<file path="config.mk">
export PLATFORM = sky130hd
export DESIGN_NAME = adc_result_control_regs
export DESIGN_NICKNAME = d
export VERILOG_FILES = /design/src/adcrc_pkg.sv /design/src/adcrc_conv_timer.sv /design/src/adc_result_control_regs.sv
export SDC_FILE = /design/constraint.sdc
export NUM_CORES = 1
export LEC_CHECK = 0
export ABC_AREA = 1
export ABC_CLOCK_PERIOD_IN_PS = 2800
export BUFFER_PORTS_ARGS = -buffer_cell sky130_fd_sc_hd__buf_2
export CAP_MARGIN = 20
export CORE_MARGIN = 3
export CORE_UTILIZATION = 36
export CTS_CLUSTER_DIAMETER = 120
export DETAILED_ROUTE_END_ITERATION = 10
export GPL_TIMING_DRIVEN = 0
export HOLD_SLACK_MARGIN = 0.02
export SLEW_MARGIN = 20
export SYNTH_ARGS = -nofsm -noshare
export SYNTH_HDL_FRONTEND = slang
export SYNTH_SLANG_ARGS = --single-unit
</file>
<file path="constraint.sdc">
create_clock -name clk -period 2.8 [get_ports clk]
set_input_delay 0.84 -clock clk [delete_from_list [all_inputs] [get_ports clk]]
set_output_delay 0.84 -clock clk [all_outputs]
set_load 0.02 [all_outputs]
</file>
<file path="src/adcrc_pkg.sv">
// Purpose: Shared constants and types of the converter control block
// Assumes: 8-bit register port, byte offsets as printed
// Notes:   Converter clock is the system clock divided by six
package adcrc_pkg;
  localparam logic [7:0] CTRL1_OFFSET = 8'hb4;
  localparam logic [7:0] CTRL2_OFFSET = 8'hb5;
  localparam logic [7:0] RESLO_OFFSET = 8'hba;
  localparam logic [7:0] RESHI_OFFSET = 8'hbb;
  localparam logic [7:0] IRQSTAT_OFFSET = 8'hbc;
  localparam logic [7:0] IRQMASK_OFFSET = 8'hbd;
  localparam logic [7:0] RNDLO_OFFSET = 8'hbe;
  localparam logic [7:0] RNDHI_OFFSET = 8'hbf;

  localparam int EOC_BIT   = 7;
  localparam int START_BIT = 6;

  localparam logic [1:0] TRIG_RESET = 2'h3;
  localparam logic [1:0] RND_RESET  = 2'h0;
  localparam logic [1:0] RSV_RESET  = 2'h3;
  localparam logic [1:0] REF_RESET  = 2'h0;
  localparam logic [1:0] DEC_RESET  = 2'h1;
  localparam logic [15:0] LFSR_RESET = 16'hffff;
  localparam logic [15:0] LFSR_TAPS  = 16'h8016;

  localparam logic [1:0] TRIG_PIN   = 2'h0;
  localparam logic [1:0] TRIG_FREE  = 2'h1;
  localparam logic [1:0] TRIG_TIMER = 2'h2;
  localparam logic [1:0] TRIG_SOFT  = 2'h3;

  localparam logic [1:0] RND_IDLE = 2'h0;
  localparam logic [1:0] RND_STEP = 2'h1;
  localparam logic [1:0] RND_OFF  = 2'h3;

  localparam int         CLK_DIV        = 6;
  localparam logic [2:0] CLK_DIV_LAST   = 3'(CLK_DIV - 1);
  localparam int         SETTLE_CYCLES  = 16;
  localparam int         DEC_BASE       = 64;

  typedef struct packed {
    logic [1:0] trigSel;
    logic [1:0] rndCtrl;
    logic [1:0] reserved;
  } adcrc_ctrl1_s;

  typedef struct packed {
    logic [1:0] refSel;
    logic [1:0] decSel;
  } adcrc_ctrl2_s;

  typedef struct packed {
    logic [7:0] addr;
    logic [7:0] wdata;
    logic       wr;
    logic       rd;
  } adcrc_bus_s;
endpackage

</file>
<file path="src/adcrc_conv_timer.sv">
// Purpose: Converter clock divider and conversion length counter
// Assumes: Started only while idle
// Notes:   Counts decimation rate plus settling in converter clocks
module adcrc_conv_timer (
  input  wire logic       clk,      // System clock
  input  wire logic       nrst,     // Async reset, active low
  input  wire logic       clkEn,    // Freeze when low
  input  wire logic       start,    // Start pulse
  input  wire logic [1:0] decSel,   // Decimation select
  output logic            busy,     // Conversion running
  output logic            done      // One-cycle completion pulse
);
  logic [2:0]  divCnt_reg;
  logic [10:0] convCnt_reg;
  logic        tick;

  assign tick = (divCnt_reg == adcrc_pkg::CLK_DIV_LAST);

  always_ff @(posedge clk or negedge nrst) begin
    if (!nrst) begin
      divCnt_reg <= 3'h0;
    end else if (clkEn) begin
      if (start || tick) begin
        divCnt_reg <= 3'h0;
      end else begin
        divCnt_reg <= divCnt_reg + 3'h1;
      end
    end
  end

  always_ff @(posedge clk or negedge nrst) begin
    if (!nrst) begin
      convCnt_reg <= 11'h000;
      busy        <= 1'b0;
      done        <= 1'b0;
    end else if (clkEn) begin
      done <= 1'b0;
      if (start && !busy) begin
        // Decimation rate is 64 shifted by the select, plus settling
        convCnt_reg <= 11'((adcrc_pkg::DEC_BASE << decSel) + adcrc_pkg::SETTLE_CYCLES - 1);
        busy        <= 1'b1;
      end else if (busy && tick) begin
        if (convCnt_reg == 11'h000) begin
          busy <= 1'b0;
          done <= 1'b1;
        end else begin
          convCnt_reg <= convCnt_reg - 11'h001;
        end
      end
    end
  end
endmodule

</file>
<file path="src/adc_result_control_regs.sv">
// Purpose: Control, result and random generator registers of the converter
// Assumes: Analog result arrives as a 14-bit two's complement word
// Notes:   Status/mask registers drive one level interrupt
// Functional notes
// - Result low shows result bits 5:0 in bits 7:2, low two bits zero.
// - Result high shows result bits 13:6 across all eight bits.
// - End flag sets on completion, clears after both result registers read.
// - A further completion before reading keeps the end flag set and forgets any register already read.
// - Start bit write launches a sequence only with software select, when idle.
// - Start bit reads one while the started conversion runs.
// - Trigger select chooses pin, free running, timer output or start bit.
// - Free running select runs sequences back to back without triggers.
// - Random generator is a 16-bit LFSR steered by control one bits 3:2.
// - Writing 01 steps the LFSR once, then the field returns to 00.
// - Value 11 stops the generator, 10 reserved, 00 idle; resets 00.
// - Reference select chooses internal, external pin, supply or differential.
// - Decimation select sets rate 64, 128, 256 or 512; resets to 01.
// - Conversion takes decimation rate plus 16 converter clocks.
// - Converter clock is the system clock divided by six.
// - Results are two's complement; single ended gives non-negative values.
module adc_result_control_regs (
  input  wire logic        clk,          // System clock, 10 MHz
  input  wire logic        nrst,         // Async reset, active low
  input  wire logic        clkEn,        // Freezes all state when low
  input  wire logic [7:0]  regAddr,      // Register address
  input  wire logic [7:0]  regWdata,     // Write data
  input  wire logic        regWr,        // Write strobe
  input  wire logic        regRd,        // Read strobe
  output logic      [7:0]  regRdata,     // Read data, cycle after strobe
  input  wire logic        extTrigPin,   // External trigger pin, async
  input  wire logic        timerOut,     // Timer channel output, same clock
  input  wire logic [13:0] analogResult, // Converter result word
  output logic [1:0]       refSelOut,    // Reference select to analog
  output logic             convBusy,     // Conversion in progress
  output logic             irq           // Level interrupt
);
  adcrc_pkg::adcrc_ctrl1_s ctrl1_reg;
  adcrc_pkg::adcrc_ctrl2_s ctrl2_reg;
  logic [13:0] result_reg;
  logic        eoc_reg;
  logic        startBit_reg;
  logic        readLo_reg;
  logic        readHi_reg;
  logic [15:0] lfsr_reg;
  logic [1:0]  irqStat_reg;
  logic [1:0]  irqMask_reg;
  logic        pinSync1_reg;
  logic        pinSync2_reg;
  logic        pinPrev_reg;
  logic        busy;
  logic        done;
  logic        startReq;
  logic        wrCtrl1;
  logic        rdLo;
  logic        rdHi;
  logic        rdStat;
  logic        rndStepped;
  logic        softStart;

  function automatic logic hit(input logic [7:0] a, input logic [7:0] off);
    hit = (a == off);
  endfunction

  assign wrCtrl1 = regWr && hit(regAddr, adcrc_pkg::CTRL1_OFFSET);
  assign rdLo    = regRd && hit(regAddr, adcrc_pkg::RESLO_OFFSET);
  assign rdHi    = regRd && hit(regAddr, adcrc_pkg::RESHI_OFFSET);
  assign rdStat  = regRd && hit(regAddr, adcrc_pkg::IRQSTAT_OFFSET);

  // Pin is asynchronous: two flops before the edge detector
  always_ff @(posedge clk or negedge nrst) begin
    if (!nrst) begin
      pinSync1_reg <= 1'b0;
      pinSync2_reg <= 1'b0;
      pinPrev_reg  <= 1'b0;
    end else if (clkEn) begin
      pinSync1_reg <= extTrigPin;
      pinSync2_reg <= pinSync1_reg;
      pinPrev_reg  <= pinSync2_reg;
    end
  end

  // Start bit counts only beside a select written as software start,
  // so one write cannot start and leave another source selected
  assign softStart = wrCtrl1 && regWdata[adcrc_pkg::START_BIT]
                     && (regWdata[5:4] == adcrc_pkg::TRIG_SOFT);

  always_comb begin
    startReq = softStart;
    unique case (ctrl1_reg.trigSel)
      adcrc_pkg::TRIG_PIN:   startReq = softStart || (pinSync2_reg && !pinPrev_reg);
      adcrc_pkg::TRIG_FREE:  startReq = 1'b1;
      adcrc_pkg::TRIG_TIMER: startReq = softStart || timerOut;
      adcrc_pkg::TRIG_SOFT:  startReq = softStart;
    endcase
  end

  adcrc_conv_timer u_timer (
    .clk    (clk),
    .nrst   (nrst),
    .clkEn  (clkEn),
    .start  (startReq && !busy),
    .decSel (ctrl2_reg.decSel),
    .busy   (busy),
    .done   (done)
  );

  // Start bit: set on an accepted software start, cleared at completion
  always_ff @(posedge clk or negedge nrst) begin
    if (!nrst) begin
      startBit_reg <= 1'b0;
    end else if (clkEn) begin
      if (softStart && !busy) begin
        startBit_reg <= 1'b1;
      end else if (done) begin
        startBit_reg <= 1'b0;
      end
    end
  end

  // Two's complement word latched as delivered, left aligned on read
  always_ff @(posedge clk or negedge nrst) begin
    if (!nrst) begin
      result_reg <= 14'h0000;
    end else if (clkEn && done) begin
      result_reg <= analogResult;
    end
  end

  // End flag: completion wins over the clearing read
  always_ff @(posedge clk or negedge nrst) begin
    if (!nrst) begin
      eoc_reg    <= 1'b0;
      readLo_reg <= 1'b0;
      readHi_reg <= 1'b0;
    end else if (clkEn) begin
      if (done) begin
        eoc_reg    <= 1'b1;
        readLo_reg <= 1'b0;
        readHi_reg <= 1'b0;
      end else if (eoc_reg) begin
        if ((rdLo || readLo_reg) && (rdHi || readHi_reg)) begin
          eoc_reg    <= 1'b0;
          readLo_reg <= 1'b0;
          readHi_reg <= 1'b0;
        end else begin
          readLo_reg <= readLo_reg || rdLo;
          readHi_reg <= readHi_reg || rdHi;
        end
      end
    end
  end

  assign rndStepped = (ctrl1_reg.rndCtrl == adcrc_pkg::RND_STEP);

  always_ff @(posedge clk or negedge nrst) begin
    if (!nrst) begin
      ctrl1_reg.trigSel  <= adcrc_pkg::TRIG_RESET;
      ctrl1_reg.rndCtrl  <= adcrc_pkg::RND_RESET;
      ctrl1_reg.reserved <= adcrc_pkg::RSV_RESET;
    end else if (clkEn) begin
      if (wrCtrl1) begin
        ctrl1_reg.trigSel  <= regWdata[5:4];
        ctrl1_reg.rndCtrl  <= regWdata[3:2];
        ctrl1_reg.reserved <= regWdata[1:0];
      end else if (rndStepped) begin
        ctrl1_reg.rndCtrl <= adcrc_pkg::RND_IDLE;
      end
    end
  end

  // LFSR steps once on the cycle the step command stands
  always_ff @(posedge clk or negedge nrst) begin
    if (!nrst) begin
      lfsr_reg <= adcrc_pkg::LFSR_RESET;
    end else if (clkEn && rndStepped) begin
      lfsr_reg <= {lfsr_reg[14:0], ^(lfsr_reg & adcrc_pkg::LFSR_TAPS)};
    end
  end

  always_ff @(posedge clk or negedge nrst) begin
    if (!nrst) begin
      ctrl2_reg.refSel <= adcrc_pkg::REF_RESET;
      ctrl2_reg.decSel <= adcrc_pkg::DEC_RESET;
    end else if (clkEn && regWr && hit(regAddr, adcrc_pkg::CTRL2_OFFSET)) begin
      ctrl2_reg.refSel <= regWdata[7:6];
      ctrl2_reg.decSel <= regWdata[5:4];
    end
  end

  // Bit 0 completion, bit 1 start accepted; set beats read-clear
  always_ff @(posedge clk or negedge nrst) begin
    if (!nrst) begin
      irqStat_reg <= 2'h0;
      irqMask_reg <= 2'h0;
    end else if (clkEn) begin
      irqStat_reg <= (rdStat ? 2'h0 : irqStat_reg) | {startReq && !busy, done};
      if (regWr && hit(regAddr, adcrc_pkg::IRQMASK_OFFSET)) begin
        irqMask_reg <= regWdata[1:0];
      end
    end
  end

  always_ff @(posedge clk or negedge nrst) begin
    if (!nrst) begin
      irq       <= 1'b0;
      convBusy  <= 1'b0;
      refSelOut <= adcrc_pkg::REF_RESET;
    end else if (clkEn) begin
      irq       <= |(irqStat_reg & irqMask_reg);
      convBusy  <= busy;
      refSelOut <= ctrl2_reg.refSel;
    end
  end

  always_ff @(posedge clk or negedge nrst) begin
    if (!nrst) begin
      regRdata <= 8'h00;
    end else if (clkEn) begin
      regRdata <= 8'h00;
      if (regRd) begin
        unique case (regAddr)
          adcrc_pkg::CTRL1_OFFSET:   regRdata <= {eoc_reg, startBit_reg, ctrl1_reg};
          adcrc_pkg::CTRL2_OFFSET:   regRdata <= {ctrl2_reg, 4'h0};
          adcrc_pkg::RESLO_OFFSET:   regRdata <= {result_reg[5:0], 2'h0};
          adcrc_pkg::RESHI_OFFSET:   regRdata <= result_reg[13:6];
          adcrc_pkg::IRQSTAT_OFFSET: regRdata <= {6'h00, irqStat_reg};
          adcrc_pkg::IRQMASK_OFFSET: regRdata <= {6'h00, irqMask_reg};
          adcrc_pkg::RNDLO_OFFSET:   regRdata <= lfsr_reg[7:0];
          adcrc_pkg::RNDHI_OFFSET:   regRdata <= lfsr_reg[15:8];
          default:                   regRdata <= 8'h00;
        endcase
      end
    end
  end
endmodule

</file>
==> results of run 1 <==
==> per-stage QoR <==
step	area (sq um)	setup slack, ps	utilization (%)
detailed placement	4601	528.0	41.53
global route	4943	857.4	44.62
global placement	4578	312.5	41.33
CTS	4943	889.0	44.62
floorplan	4163	1000	-
finish	4943	889.6	44.62
==> worst max-delay path, stage by stage <==
cell     delay [ps]
buf_2           140
nand2_1         390
buf_2           380
mux2_2          370
==> cells in the final DEF (no fill, tap or decap), types with 4 or more instances in the layout <==
cell type  synthesis  routed
buf_4              3       4
inv_1             44      44
o21ai_0           21      21
dfrtp_1           58      58
nand2_4            5       5
clkbuf_1           3       4
nor2_1            27      27
clkbuf_16          0      10
nand2_2            5       5
o21ai_2            7       7
nand4_1            7       7
a21oi_1            5       5
mux2_2            15      15
nor3_1             4       4
dfstp_2           21      21
xor2_1             5       5
buf_2              7      54
nor2_2             9       9
nand3_1           74      74
nand2_1          154     154
==> routing by layer <==
metal,GRT usage (%),wire [um]
met5,0,0
met4,6.170,130
met3,4.244,597
met2,26.70,4837
met1,24.92,5092
==> power by group through the flow <==
stage	Combinational, mW	Sequential [mW]	Clock [mW]
final	0.595	1.41	1.33
after global routing	0.696	1.43	1.40
after CTS	0.604	1.41	1.36
after detailed placement	0.601	1.42	0
after global placement	0.573	1.42	0
after floorplan	0.431	1.40	0
==> cell families (layout without fill, tap and decap cells) <==
| family | Yosys count | count (layout) | synth area share, % |
|---|---|---|---|
| AOI/OAI and AO/OA | 41 | 41 | 6.011 |
| xor gates and xnor gates | 6 | 6 | 1.262 |
| adders and majority gates | 3 | 3 | 0.9018 |
| buffers and inverters | 61 | 126 | 6.162 |
| DFF | 79 | 79 | 48.12 |
| muxes | 15 | 15 | 4.058 |
| and+or+nand+nor | 297 | 297 | 33.48 |
==> area by class of cell <==
type	instances	area, sq um
Fill cell	1124	6135
Timing Repair Buffer	49	262.8
Buffer	14	80.08
Clock inverter	4	75.07
Multi-Input combinational cell	362	1903
Inverter	47	176.4
Sequential cell	79	2003
Tap cell	140	175.2
Clock buffer	12	267.8
==> worst paths after layout <==
check / slack, ps / endpoint
worst min register to register: 470 / refSelOut[1]
worst max register to register: 1140 / result_reg[9]
min in group asynchronous: 510 / result_reg[1]
max in group asynchronous: 1630 / ctrl1_reg[5]
worst max-delay path: 890 / result_reg[9]
worst min-delay path: 470 / refSelOut[1]
==> impl_metrics.ini, run 1 <==
[pwr]
p_sw_share_pct = 28.57
ir_drop_mv = 0.3848
p_int_mw = 2.379
seqPwrFrac_pct = 42.3
total_power_mw = 3.331
leakage_nw = 2.538
p_per_area_nw_per_um2 = 673.8
switchingPower_mw = 0.9516
p_comb_share_pct = 17.9
clkPwrFrac_pct = 39.9

[synth]
netlist_area_sq_um = 4163
synth_area_leaders = dfrtp_1, nand2_1, dfstp_2, nand3_1, mux2_2
ys_ff_latch = 79
synth_flop_cell = dfrtp_1
ys_seq_area_share_pct = 48.12
synth_top_area_share_pct = 34.87
synth_area_per_cell_sq_um = 8.292
synth.net_count = 542
synth-async-reset-ratio_pct = 100.0
yosysTopAreaCell = dfrtp_1
syn_inst = 502
ys_warn_count = 0
synth_edf_count = 0
yosysMostFrequentCell = nand2_1
yosysUniqueCellTypes = 36
synth_top_cells_by_count = nand2_1, nand3_1, dfrtp_1

[placed_design]
placed_cells = 691
io_buffers = 48
dpl.hpwl_um = 7880
routabilityCongestion = 0.8684

[sta]
period_share_pct = 68.23
setup_viol = 0
worstMarginPinSlew_ps = 590.2
grt_setup_unrepaired = no
fmax_mhz = 523.4
hold_violations = 0
max_slew_margin_pct = 60.66
setup-tns-final_ps = 0
fin_skew_ps = 6.486
period_needed_ps = 1910
holdWs_ps = 467.4
drv_slew = 0

[drt]
avgRoutedWirePerCell_um = 15.07
vias_per_cell = 4.970
via_count = 3514
routed_wirelength_um = 10660
drc = 0
drt_iter0_drc = 238
firstDrtPassIters = 4
postRouteAntennaNets = 0

[worst_setup_path]
crit_start = clkEn
ff2ff_path_depth = 3
worstSetupStartpointType = input port
arrival_ps = 2130
worst_ep_required_time_ps = 3020
crit_type = in -> reg
reg2reg_from = u_timer.done
worstPathMaxFanout = 10
end_kind = flop

[clock_tree]
clk_pin_slew_ps = 60
cts_tree = yes
clockBufferDepth = 2
cts-root-buf = clkbuf_16
clock_latency_ps = 340
cts_hold_buf = 0
cts_resized = 0
cts_max_level = 3
cts_num_sinks = 79
cts_setup_buffers = 0
cts_buffers = 9

[grt]
grt_first_pass_wirelength_um = 17770
antenna_found_initial = 0
grt_use_total_pct = 17.69
grt_max_degree = 47
grt_pass1_vias = 3479
gr-total-overflow = 0

[layout]
area_growth_pct = 18.76
diodes = 0
drive_gt1_share_pct = 26.81
largest_reg_flops = 16
instances_no_fill = 707
final_nets = 602

[job]
cap_violations = 0

[floorplanning]
die_height_um = 113.5
die_x_um = 113.5
dieArea_sq_um = 12890
start_util_pct = 37.58
core_sq_um = 11080
fp-row-count = 38
io_pins = 49

[worst_hold_path]
worstHoldPathCells = 2
hp-class = reg -> reg
hp-start = refSelOut[1]

[outcome]
status = finished clean
Power figures use the tool's default switching activity.
==> run 2, diff against run 1 <==
--- a/config.mk
+++ b/config.mk
@@ -6,7 +6,7 @@
 export NUM_CORES = 1
 export LEC_CHECK = 0
 export ABC_AREA = 1
-export ABC_CLOCK_PERIOD_IN_PS = 2800
+export ABC_CLOCK_PERIOD_IN_PS = 1500
 export BUFFER_PORTS_ARGS = -buffer_cell sky130_fd_sc_hd__buf_2
 export CAP_MARGIN = 20
 export CORE_MARGIN = 3
==> constraint.sdc (replaced) <==
create_clock -name clk -period 1.5 [get_ports clk]
set_input_delay 0.45 -clock clk [delete_from_list [all_inputs] [get_ports clk]]
set_output_delay 0.45 -clock clk [all_outputs]
set_load 0.02 [all_outputs]
==> run 2 against run 1 <==
Against the previous run:
- critical endpoint is now u_timer.convCnt_reg[8]
- non-clock buffer count grew 15
- count of clock-buffer cells in the layout is the same
- sequential power grew 89%
- combinational power grew 140%
- utilization grew 2.3 points
==> impl_metrics.ini, run 2 (synthesis gave the netlist of run 1 again) <==
[worst_setup_path]
worstPathMaxFanout = 6
timing.rr.end = u_timer.convCnt_reg[8]
r2r_setup_slack_ps = 20
crit_type = reg -> reg
arrival_ps = 1710
reg2reg_from = ctrl1_reg[4]
end_kind = flop
worstSetupStartpointType = flop
worst_ep_required_time_ps = 1730
ff2ff_path_depth = 9

[clock_tree]
cts-root-buf = clkbuf_16
cts_max_level = 3
clk_pin_slew_ps = 60
clockBufferDepth = 2
clock_latency_ps = 340
cts_num_sinks = 79
cts_buffers = 9
cts_hold_buf = 0
cts_tree = yes

[sta]
holdWs_ps = 117.0
fmax_mhz = 676.2
max_slew_margin_pct = 60.45
period_share_pct = 98.59
grt_setup_unrepaired = yes
setup-tns-final_ps = 0
worstMarginPinSlew_ps = 593.3
fin_skew_ps = 6.410
setup_viol = 0
period_needed_ps = 1479
hold_violations = 0
drv_slew = 0

[drt]
vias_per_cell = 5.014
avgRoutedWirePerCell_um = 15.20
postRouteAntennaNets = 0
via_count = 3620
routed_wirelength_um = 10970
drt_iter0_drc = 275
drc = 0
firstDrtPassIters = 4

[floorplanning]
fp-row-count = 38
core_sq_um = 11080
die_x_um = 113.5
io_pins = 49
die_height_um = 113.5
start_util_pct = 37.58
dieArea_sq_um = 12890

[placed_design]
routabilityCongestion = 0.8684
io_buffers = 48
placed_cells = 691
dpl.hpwl_um = 7880

[pwr]
switchingPower_mw = 1.926
clkPwrFrac_pct = 37.9
p_per_area_nw_per_um2 = 1259
seqPwrFrac_pct = 40.7
p_sw_share_pct = 29.41
ir_drop_mv = 0.7409
p_int_mw = 4.621
leakage_nw = 2.654
p_comb_share_pct = 21.4

[grt]
grt_max_degree = 47
grt_first_pass_wirelength_um = 17880
grt_pass1_vias = 3533
grt_use_total_pct = 17.81
antenna_found_initial = 0
gr-total-overflow = 0

[layout]
multiInputGateArea_sq_um = 2019
fillers = 1099
final_common_cell = nand2_1
utilization_pct = 46.94
instances_no_fill = 722
seq_area_sq_um = 2004
final_nets = 617
final_cell_mix = nand2_1, nand3_1, dfrtp_1
drive_gt1_share_pct = 31.96
diodes = 0
largest_reg_flops = 16
area_growth_pct = 24.92

[worst_hold_path]
hp-class = in -> async

[outcome]
status = finished clean

[job]
cap_violations = 0
run 2: cell types whose count changed in the layout (fill, tap and decap cells not counted), sizes merged:
cell,previous run,this run
clkbuf,15,14
buf,60,76
run 2: per-stage QoR:
step | instance area (sq um) | power [mW] | setup slack (ps)
6_report | 5200 | 6.547 | 21.09
5_1_grt | 5200 | 6.919 | -48.30
4_1_cts | 5045 | 6.418 | 4.137
3_5_place_dp | 4601 | 3.778 | -382.0
3_3_place_gp | 4578 | 3.718 | -597.5
2_1_floorplan | 4163 | 3.417 | 63.29
run 2: worst max path at each step:
stage	from	to	depth (start not counted)
6_report	ctrl1_reg[4]	u_timer.convCnt_reg[8]	9
4_1_cts	u_timer.convCnt_reg[0]	u_timer.convCnt_reg[9]	9
3_5_place_dp	clkEn	result_reg[9]	4
2_1_floorplan	u_timer.convCnt_reg[0]	u_timer.convCnt_reg[7]	9
5_1_grt	u_timer.convCnt_reg[0]	u_timer.convCnt_reg[9]	11
3_3_place_gp	nrst	u_timer.convCnt_reg[8]	1
run 2: cell type report:
type,count,share of cell area [%]
Buffer,14,1.732
Clock buffer,12,5.149
Clock inverter,4,1.444
Inverter,47,3.393
Multi-Input combinational cell,362,38.84
Sequential cell,79,38.55
Tap cell,140,3.369
Timing Repair Buffer,64,7.531
run 2: power groups by stage:
| stage | clock [mW] | sequential [mW] | combinational, mW |
|---|---|---|---|
| 6_report | 2.48 | 2.66 | 1.40 |
| 5_1_grt | 2.61 | 2.70 | 1.60 |
| 4_1_cts | 2.53 | 2.63 | 1.26 |
| 3_5_place_dp | 0 | 2.66 | 1.12 |
| 3_3_place_gp | 0 | 2.65 | 1.07 |
| 2_1_floorplan | 0 | 2.61 | 0.805 |
run 2: worst max-delay path: stages, from the launching register on:
cell and delay [ps]:
dfstp_2 580, nor2_4 50, o21ai_2 50, nand3_2 150
nand2_4 120, nand2_4 60, buf_8 140, buf_6 130
nand3_2 50, nand2_1 50
run 2: timing repair:
item / in CTS / in global routing
endpoints found under the hold margin: 0 / 0
setup endpoints to repair: 19 / 16
gates cloned: 0 / 0
resized for setup: 12 / 26
pin swaps: 5 / 14
buffers inserted: 6 / 10
run 2: per-layer routing:
metal  global-route usage (%)  vias up  part of all wire (%)
li1                         -     1779                     -
met4                    6.410        0                   1.3
met1                    24.78     1718                    44
met5                        0        -                     0
met2                    27.05      112                    47
met3                    4.403       11                   7.9
